==> src/design/fae_params.svh <==
// Constants of the flash converter back end: widths, bit positions, timing.
`ifndef FAE_PARAMS_SVH
`define FAE_PARAMS_SVH

// ==========================================================================
// Data path widths and bit positions
// ==========================================================================
`define FAE_THERM_W 63
`define FAE_WORD_W 6
`define FAE_MSB_POS 5
`define FAE_LOW_TOP 4
`define FAE_WORD_RST 6'h00

// ==========================================================================
// Clock and strobe timing
// ==========================================================================
`define FAE_CLK_NS 10
`define FAE_STO_NS 5
`define FAE_STO_CYC (((`FAE_STO_NS / `FAE_CLK_NS) < 1) ? 1 : \
  (`FAE_STO_NS / `FAE_CLK_NS))
`define FAE_PWL_NS 15
`define FAE_PWL_CYC ((`FAE_PWL_NS + `FAE_CLK_NS - 1) / `FAE_CLK_NS)
`define FAE_PWH_NS 17
`define FAE_PWH_CYC ((`FAE_PWH_NS + `FAE_CLK_NS - 1) / `FAE_CLK_NS)
`define FAE_MAX_MSPS 25
`define FAE_PER_NS (1000 / `FAE_MAX_MSPS)
`define FAE_PER_CYC ((`FAE_PER_NS + `FAE_CLK_NS - 1) / `FAE_CLK_NS)
`define FAE_CNT_W 8
`define FAE_CNT_MAX 8'hff

`endif

==> src/design/fae_pkg.sv <==
// Types shared by the flash converter back end modules.
package fae_pkg;

  // ========================================================================
  // Format controls, both active low
  // ========================================================================
  typedef struct packed {
    logic top_bit_flip_n;
    logic low_bits_flip_n;
  } fae_fmt_t;

  // ========================================================================
  // Sticky strobe and configuration diagnostics
  // ========================================================================
  typedef struct packed {
    logic low_short;
    logic high_short;
    logic rate_high;
    logic fmt_moved;
  } fae_diag_t;

  // ========================================================================
  // Warm-up progress of the output register
  // ========================================================================
  typedef enum logic [1:0] {
    FAE_COLD,
    FAE_PRIMED,
    FAE_LIVE
  } fae_warm_t;

endpackage

==> src/design/fae_therm_encoder.sv <==
// Thermometer to six-bit encoder with the four output formats.
`timescale 1ns/1ps
`include "fae_params.svh"

module fae_therm_encoder
  import fae_pkg::*;
(
  input wire logic [`FAE_THERM_W-1:0] therm,
  input wire fae_fmt_t fmt,
  output logic [`FAE_WORD_W-1:0] word
);

  logic [`FAE_WORD_W-1:0] ones;
  logic [`FAE_WORD_W-1:0] straight;

  // Counting ones instead of finding the top transition tolerates bubbles
  // and can never exceed 63, so off-scale inputs clamp at either end.
  always_comb begin
    ones = '0;
    for (int i = 0; i < `FAE_THERM_W; i++) begin
      ones = ones + `FAE_WORD_W'(therm[i]);
    end
  end

  // All comparators on means top of range, which is code zero.
  assign straight = ~ones;

  // Each active-low control flips its own group of bits.
  always_comb begin
    word = straight;
    word[`FAE_MSB_POS] = straight[`FAE_MSB_POS] ^ ~fmt.top_bit_flip_n;
    word[`FAE_LOW_TOP:0] = straight[`FAE_LOW_TOP:0]
      ^ {(`FAE_LOW_TOP + 1){~fmt.low_bits_flip_n}};
  end

endmodule // fae_therm_encoder

==> src/design/fae_top.sv <==
// Digital back end of a six-bit flash converter: latch, encode, output.
`timescale 1ns/1ps
`include "fae_params.svh"

// Overview of operation
// - Latch all comparators on strobe rising edge.
// - Comparators form a 63-line thermometer code.
// - Encode 63 lines to 6 bits on falling edge.
// - Load output one rising edge after sampling.
// - Output holds steady between rising edges.
// - Six-bit word, most significant bit first.
// - True binary: top gives 0, bottom 63.
// - Off-scale inputs saturate, never wrap around.
// - Four formats chosen by two active-low controls.
// - Low top control inverts the top bit.
// - Low low-bits control inverts five lower bits.

module fae_top
  import fae_pkg::*;
(
  input wire logic mclk,
  input wire logic sys_rst,
  input wire logic sample_strobe,
  input wire logic [`FAE_THERM_W-1:0] comp_therm,
  input wire logic top_bit_flip_n,
  input wire logic low_bits_flip_n,
  output logic [`FAE_WORD_W-1:0] sample_out,
  output logic sample_valid,
  output fae_diag_t strobe_diag
);

  // ========================================================================
  // Input synchronisers
  // ========================================================================

  logic strobe_s1_reg;
  logic strobe_s2_reg;
  logic strobe_s3_reg;
  logic [`FAE_THERM_W-1:0] therm_s1_reg;
  logic [`FAE_THERM_W-1:0] therm_s2_reg;
  fae_fmt_t fmt_s1_reg;
  fae_fmt_t fmt_s2_reg;
  fae_fmt_t fmt_s3_reg;
  logic strobe_rise;
  logic strobe_fall;

  // The strobe, the comparator lines and the format pins all come from
  // outside this clock, so each goes through two flip-flops. Keeping the
  // same depth on strobe and comparators means the captured code is the
  // one present at the sampled strobe edge, one clock after the pin edge.
  always_ff @(posedge mclk or posedge sys_rst) begin
    if (sys_rst) begin
      strobe_s1_reg <= 1'b0;
      strobe_s2_reg <= 1'b0;
      strobe_s3_reg <= 1'b0;
    end else begin
      strobe_s1_reg <= sample_strobe;
      strobe_s2_reg <= strobe_s1_reg;
      strobe_s3_reg <= strobe_s2_reg;
    end
  end

  // Comparator lines are resampled every clock; this is the analog side.
  always_ff @(posedge mclk or posedge sys_rst) begin
    if (sys_rst) begin
      therm_s1_reg <= '0;
      therm_s2_reg <= '0;
    end else begin
      therm_s1_reg <= comp_therm;
      therm_s2_reg <= therm_s1_reg;
    end
  end

  // Format pins reset to true binary, both controls inactive.
  always_ff @(posedge mclk or posedge sys_rst) begin
    if (sys_rst) begin
      fmt_s1_reg <= '1;
      fmt_s2_reg <= '1;
      fmt_s3_reg <= '1;
    end else begin
      fmt_s1_reg <= '{top_bit_flip_n: top_bit_flip_n,
                      low_bits_flip_n: low_bits_flip_n};
      fmt_s2_reg <= fmt_s1_reg;
      fmt_s3_reg <= fmt_s2_reg;
    end
  end

  // Edge detection looks only at the second and third stages.
  assign strobe_rise = strobe_s2_reg & ~strobe_s3_reg;
  assign strobe_fall = ~strobe_s2_reg & strobe_s3_reg;

  // ========================================================================
  // Sample, encode and output pipeline
  // ========================================================================

  logic [`FAE_THERM_W-1:0] therm_hold_reg;
  logic [`FAE_WORD_W-1:0] enc_word;
  logic [`FAE_WORD_W-1:0] enc_hold_reg;
  logic [`FAE_WORD_W-1:0] out_reg;

  // Comparator state is frozen on each rising strobe edge.
  always_ff @(posedge mclk or posedge sys_rst) begin
    if (sys_rst) begin
      therm_hold_reg <= '0;
    end else if (strobe_rise) begin
      therm_hold_reg <= therm_s2_reg;
    end
  end

  fae_therm_encoder u_enc (
    .therm(therm_hold_reg),
    .fmt(fmt_s2_reg),
    .word(enc_word)
  );

  // The encoded word is taken on the falling edge, so the format used is
  // whatever the pins showed one strobe high time after sampling.
  always_ff @(posedge mclk or posedge sys_rst) begin
    if (sys_rst) begin
      enc_hold_reg <= `FAE_WORD_RST;
    end else if (strobe_fall) begin
      enc_hold_reg <= enc_word;
    end
  end

  // The output moves only on a rising edge and holds otherwise.
  always_ff @(posedge mclk or posedge sys_rst) begin
    if (sys_rst) begin
      out_reg <= `FAE_WORD_RST;
    end else if (strobe_rise) begin
      out_reg <= enc_hold_reg;
    end
  end

  // Bit 5 is the most significant output line, bit 0 the least.
  assign sample_out = out_reg;

  // ========================================================================
  // Warm-up tracking
  // ========================================================================

  fae_warm_t warm_reg;
  logic valid_reg;

  // After reset the output still carries the reset word, not a sample.
  // The first rising edge takes a sample; the second one shows it.
  always_ff @(posedge mclk or posedge sys_rst) begin
    if (sys_rst) begin
      warm_reg <= FAE_COLD;
      valid_reg <= 1'b0;
    end else if (strobe_rise) begin
      unique case (warm_reg)
        FAE_COLD: begin
          warm_reg <= FAE_PRIMED;
        end
        FAE_PRIMED: begin
          warm_reg <= FAE_LIVE;
          valid_reg <= 1'b1;
        end
        FAE_LIVE: begin
          warm_reg <= FAE_LIVE;
        end
      endcase
    end
  end

  assign sample_valid = valid_reg;

  // ========================================================================
  // Strobe timing and configuration diagnostics
  // ========================================================================

  logic [`FAE_CNT_W-1:0] low_cnt_reg;
  logic [`FAE_CNT_W-1:0] high_cnt_reg;
  logic [`FAE_CNT_W-1:0] per_cnt_reg;
  logic primed_reg;
  logic [2:0] fmt_fill_reg;
  fae_diag_t diag_reg;

  // Widths are measured in whole clocks of the synchronised strobe, so a
  // legal pulse can read one clock short; each limit allows that slack.
  always_ff @(posedge mclk or posedge sys_rst) begin
    if (sys_rst) begin
      low_cnt_reg <= '0;
      high_cnt_reg <= '0;
    end else begin
      if (strobe_s2_reg) begin
        low_cnt_reg <= '0;
      end else if (low_cnt_reg != `FAE_CNT_MAX) begin
        low_cnt_reg <= low_cnt_reg + 8'h01;
      end
      if (!strobe_s2_reg) begin
        high_cnt_reg <= '0;
      end else if (high_cnt_reg != `FAE_CNT_MAX) begin
        high_cnt_reg <= high_cnt_reg + 8'h01;
      end
    end
  end

  // Period count between rising edges; the first edge only arms it.
  always_ff @(posedge mclk or posedge sys_rst) begin
    if (sys_rst) begin
      per_cnt_reg <= '0;
      primed_reg <= 1'b0;
    end else if (strobe_rise) begin
      per_cnt_reg <= 8'h01;
      primed_reg <= 1'b1;
    end else if (per_cnt_reg != `FAE_CNT_MAX) begin
      per_cnt_reg <= per_cnt_reg + 8'h01;
    end
  end

  // The format stages reset to the inactive level, which a pin tied low
  // does not match; comparing them before real pin values have filled all
  // three would flag a change that never happened on the pins.
  always_ff @(posedge mclk or posedge sys_rst) begin
    if (sys_rst) begin
      fmt_fill_reg <= 3'h0;
    end else begin
      fmt_fill_reg <= {fmt_fill_reg[1:0], 1'b1};
    end
  end

  // Flags are sticky until reset; nothing else clears them, so no set can
  // be lost against a clear.
  always_ff @(posedge mclk or posedge sys_rst) begin
    if (sys_rst) begin
      diag_reg <= '0;
    end else begin
      if (strobe_rise && primed_reg &&
          (low_cnt_reg + 8'h01 < 8'(`FAE_PWL_CYC))) begin
        diag_reg.low_short <= 1'b1;
      end
      if (strobe_fall && (high_cnt_reg + 8'h01 < 8'(`FAE_PWH_CYC))) begin
        diag_reg.high_short <= 1'b1;
      end
      if (strobe_rise && primed_reg &&
          (per_cnt_reg + 8'h01 < 8'(`FAE_PER_CYC))) begin
        diag_reg.rate_high <= 1'b1;
      end
      if (fmt_fill_reg[2] && (fmt_s2_reg != fmt_s3_reg)) begin
        diag_reg.fmt_moved <= 1'b1;
      end
    end
  end

  assign strobe_diag = diag_reg;

endmodule // fae_top

==> config.mk <==
export PLATFORM = sky130hd
export DESIGN_NAME = fae_top
export DESIGN_NICKNAME = d
export VERILOG_FILES = /design/src/design/fae_pkg.sv /design/src/design/fae_therm_encoder.sv /design/src/design/fae_top.sv
export VERILOG_INCLUDE_DIRS = /design/src /design/src/design
export SDC_FILE = /design/constraint.sdc
export NUM_CORES = 1
export LEC_CHECK = 0
export BUFFER_PORTS_ARGS = -buffer_cell sky130_fd_sc_hd__buf_2
export CAP_MARGIN = 5
export CORE_MARGIN = 5
export CORE_UTILIZATION = 40
export CTS_CLUSTER_DIAMETER = 60
export DETAILED_ROUTE_END_ITERATION = 12
export PLACE_DENSITY = 0.55
export SLEW_MARGIN = 20
export SYNTH_ARGS = -nofsm -noshare
export SYNTH_HDL_FRONTEND = slang
export SYNTH_SLANG_ARGS = --single-unit
export TNS_END_PERCENT = 100
==> constraint.sdc <==
create_clock -name mclk -period 11.3 [get_ports mclk]
set_input_delay 1.695 -clock mclk [delete_from_list [all_inputs] [get_ports mclk]]
set_output_delay 1.695 -clock mclk [all_outputs]
set_load 0.01 [all_outputs]
==> flow_metrics.tcl <==
set metrics [dict create \
    status "completed" \
    postCtsSetupBuffers 0 \
    reg2reg_slack_ns 5.27 \
    post-route-min-period_ns 6.03 \
    critPathRequiredTime_ns 11.67 \
    dr.first_iter.drc_count 320 \
    wl_mm 15.8 \
    setup_viol 0 \
    synth_top_family_by_area "adder cells" \
    num_rows 56 \
    synth_compound_area_frac 0.0465 \
    numCtsBuffers 27 \
    yosys.area_share.adder 0.134 \
    pin_count 79 \
    finalInstanceArea_um2 11200 \
    cts_tree "built" \
    synth_largest_area_cell "dfrtp_1" \
    r2r_start "therm_hold_reg[0]$_DFFE_PP0P_" \
    synth_seq_cells 245 \
    synth.distinct_cells 48 \
    synth_edf_count 0 \
    yosysWarnings 0 \
    ant_nets 0 \
    root_buffer "clkbuf_16" \
    yosys.area.top_type_share 0.624 \
    first_pass_iters 4 \
    clkSinkCount 245 \
    grt_usage 0.123 \
    cp_max_fo 2 \
    dpl-instance-area_um2 10300 \
    drive_above_1_share 0.225 \
    start_util 0.407 \
    portBuffers 78 \
    max_freq_ghz 0.166 \
    multiInputGateArea_um2 2990 \
    grt.overflow.total 0 \
    worstHoldPathType "reg -> reg" \
    htree_levels 1 \
    die_x_um 165 \
    syn_area_per_cell_um2 13.9 \
    fin_util 0.477 \
    viasPerCell 4.46 \
    critPathLaunch "therm_hold_reg[0]$_DFFE_PP0P_" \
    die_area_um2 27200 \
    ys_seq_area_frac 0.640 \
    r2r_cells 19 \
    worstMarginPinSlew_ns 0.931 \
    synthTopCellsByArea "dfrtp_1 (62%), fa_1 (11%), mux2_2 (4.1%), inv_1 (3.8%), o21ai_0 (2.5%)" \
    async_flop_share 1.00 \
    fin_cells 1120 \
    synthSimpleGateAreaFrac 0.0587 \
    final_nets 919 \
    grt_max_degree 103 \
    critPathLaunchType "register" \
    diodes 0 \
    fin_crit_sh 0.533 \
    syn-cell-area_um2 9590 \
    first_global_vias 5612 \
    rr_endpoint "enc_hold_reg[5]$_DFFE_PP0P_" \
    clockBufferDepth 3 \
    antenna_found_initial 0 \
    clkTransAtPathRegs_ns 0.07 \
    synth_most_common_cell "dfrtp_1" \
    cp-endpoint "enc_hold_reg[5]$_DFFE_PP0P_" \
    fillCellCount 2110 \
    synth-main-ff-cell "dfrtp_1" \
    wl_per_cell_um 14.1 \
    min_delay_path_depth 0 \
    cts_hold_buf 0 \
    coreArea_um2 23500 \
    vias 4995 \
    criticalPathCategory "reg -> reg" \
    setup_tns_ns 0 \
    gp_congestion 0.755 \
    die_h_um 165 \
    maxSlewHeadroom 0.379 \
    drcViolationCount 0 \
    syn_nets 827 \
    regArea_um2 6140 \
    hpwl_mm 10.7 \
    maxSlewViolCount 0 \
    skew_ns 0.0278 \
    insertion_delay_ns 0.54 \
    hold_viol 0 \
    rsz0062_at_grt "false" \
    dp.cells 1070 \
    syn2layout_area_growth_pct 17.2 \
    muxShareOfSynthArea 0.0453 \
    cp_data_arrival_time_ns 6.40 \
    syn_inst 688 \
    cts_resized 0 \
    max-cap-violations 0 \
    synthTopCellsByCount "dfrtp_1 (239), inv_1 (96), nand2_1 (56)" \
    cp-end-kind "register" \
    grt_pass1_wl_mm 27.2 \
    synth_xor_area_frac 0.0265 \
]
## through the flow
step                      hold slack, ns  setup slack, ns
after global placement             0.333             5.33
after CTS                          0.349             5.23
after global routing               0.353             4.92
after detailed placement           0.335             5.27
final                              0.346             5.27
after floorplan                    0.331             2.89
## how the worst min path moves through the flow
stage | startpoint | end
after global placement | fmt_fill_reg[0]$_DFF_PP0_ | fmt_fill_reg[1]$_DFF_PP0_
after floorplan | fmt_fill_reg[0]$_DFF_PP0_ | fmt_fill_reg[1]$_DFF_PP0_
final | therm_s1_reg[19]$_DFF_PP0_ | therm_s2_reg[19]$_DFF_PP0_
after CTS | therm_s1_reg[46]$_DFF_PP0_ | therm_s2_reg[46]$_DFF_PP0_
after detailed placement | therm_s1_reg[22]$_DFF_PP0_ | therm_s2_reg[22]$_DFF_PP0_
after global routing | therm_s1_reg[8]$_DFF_PP0_ | therm_s2_reg[8]$_DFF_PP0_
## layout by cell type (no fill, tap or decap), drive strengths merged, types with 2 or more instances in the layout
master    instances
and3              6
ha               18
nand3            15
a21o              3
nand2b            6
a211oi            2
clkinvlp          3
inv              98
o31ai             3
bufinv            3
dfstp             6
dfrtp           239
buf              81
o21bai            2
nand3b            2
o21ai            48
clkinv            6
nor3              3
fa               53
mux2i             4
xnor2            17
nand2            56
nor2             13
clkbuf           36
xor2             12
a21oi            13
nand4             3
a31oi             2
mux2             35
## worst max-delay path, stage by stage, from the launching register on
cell and delay [ns]:
dfrtp_1 0.38, ha_1 0.29, inv_1 0.07, fa_1 0.43, fa_1 0.40, inv_1 0.09
fa_1 0.45, fa_1 0.52, fa_1 0.51, fa_1 0.51, fa_1 0.54, inv_1 0.05
fa_1 0.52, inv_1 0.06, ha_1 0.29, a21o_1 0.17, a211oi_1 0.24, o21bai_1 0.12
xnor2_1 0.13, o21ai_0 0.08
## layout make-up
type,count,area share
Sequential cell,245,0.546
Multi-Input combinational cell,329,0.266
Clock buffer,36,0.0676
Timing Repair Buffer,81,0.0371
Tap cell,319,0.0355
Inverter,96,0.0327
Clock inverter,14,0.0149
## logic make-up after synthesis
kind of cell    count (synthesis)
fa+ha+maj                      71
mux                            39
other cells                     1
compound gates                 79
buf+inv                       114
simple gates                  110
flops                         245
xor+xnor                       29
## layer usage
metal | wire, µm | track usage
met4 | 497 | 0.0393
met1 | 7100 | 0.167
met5 | 0 | 0
met3 | 768 | 0.0294
met2 | 7390 | 0.197
Power is left out: the tool's default activity adds up to more than one toggle a clock period on the data nets, which glitch-free logic cannot reach.
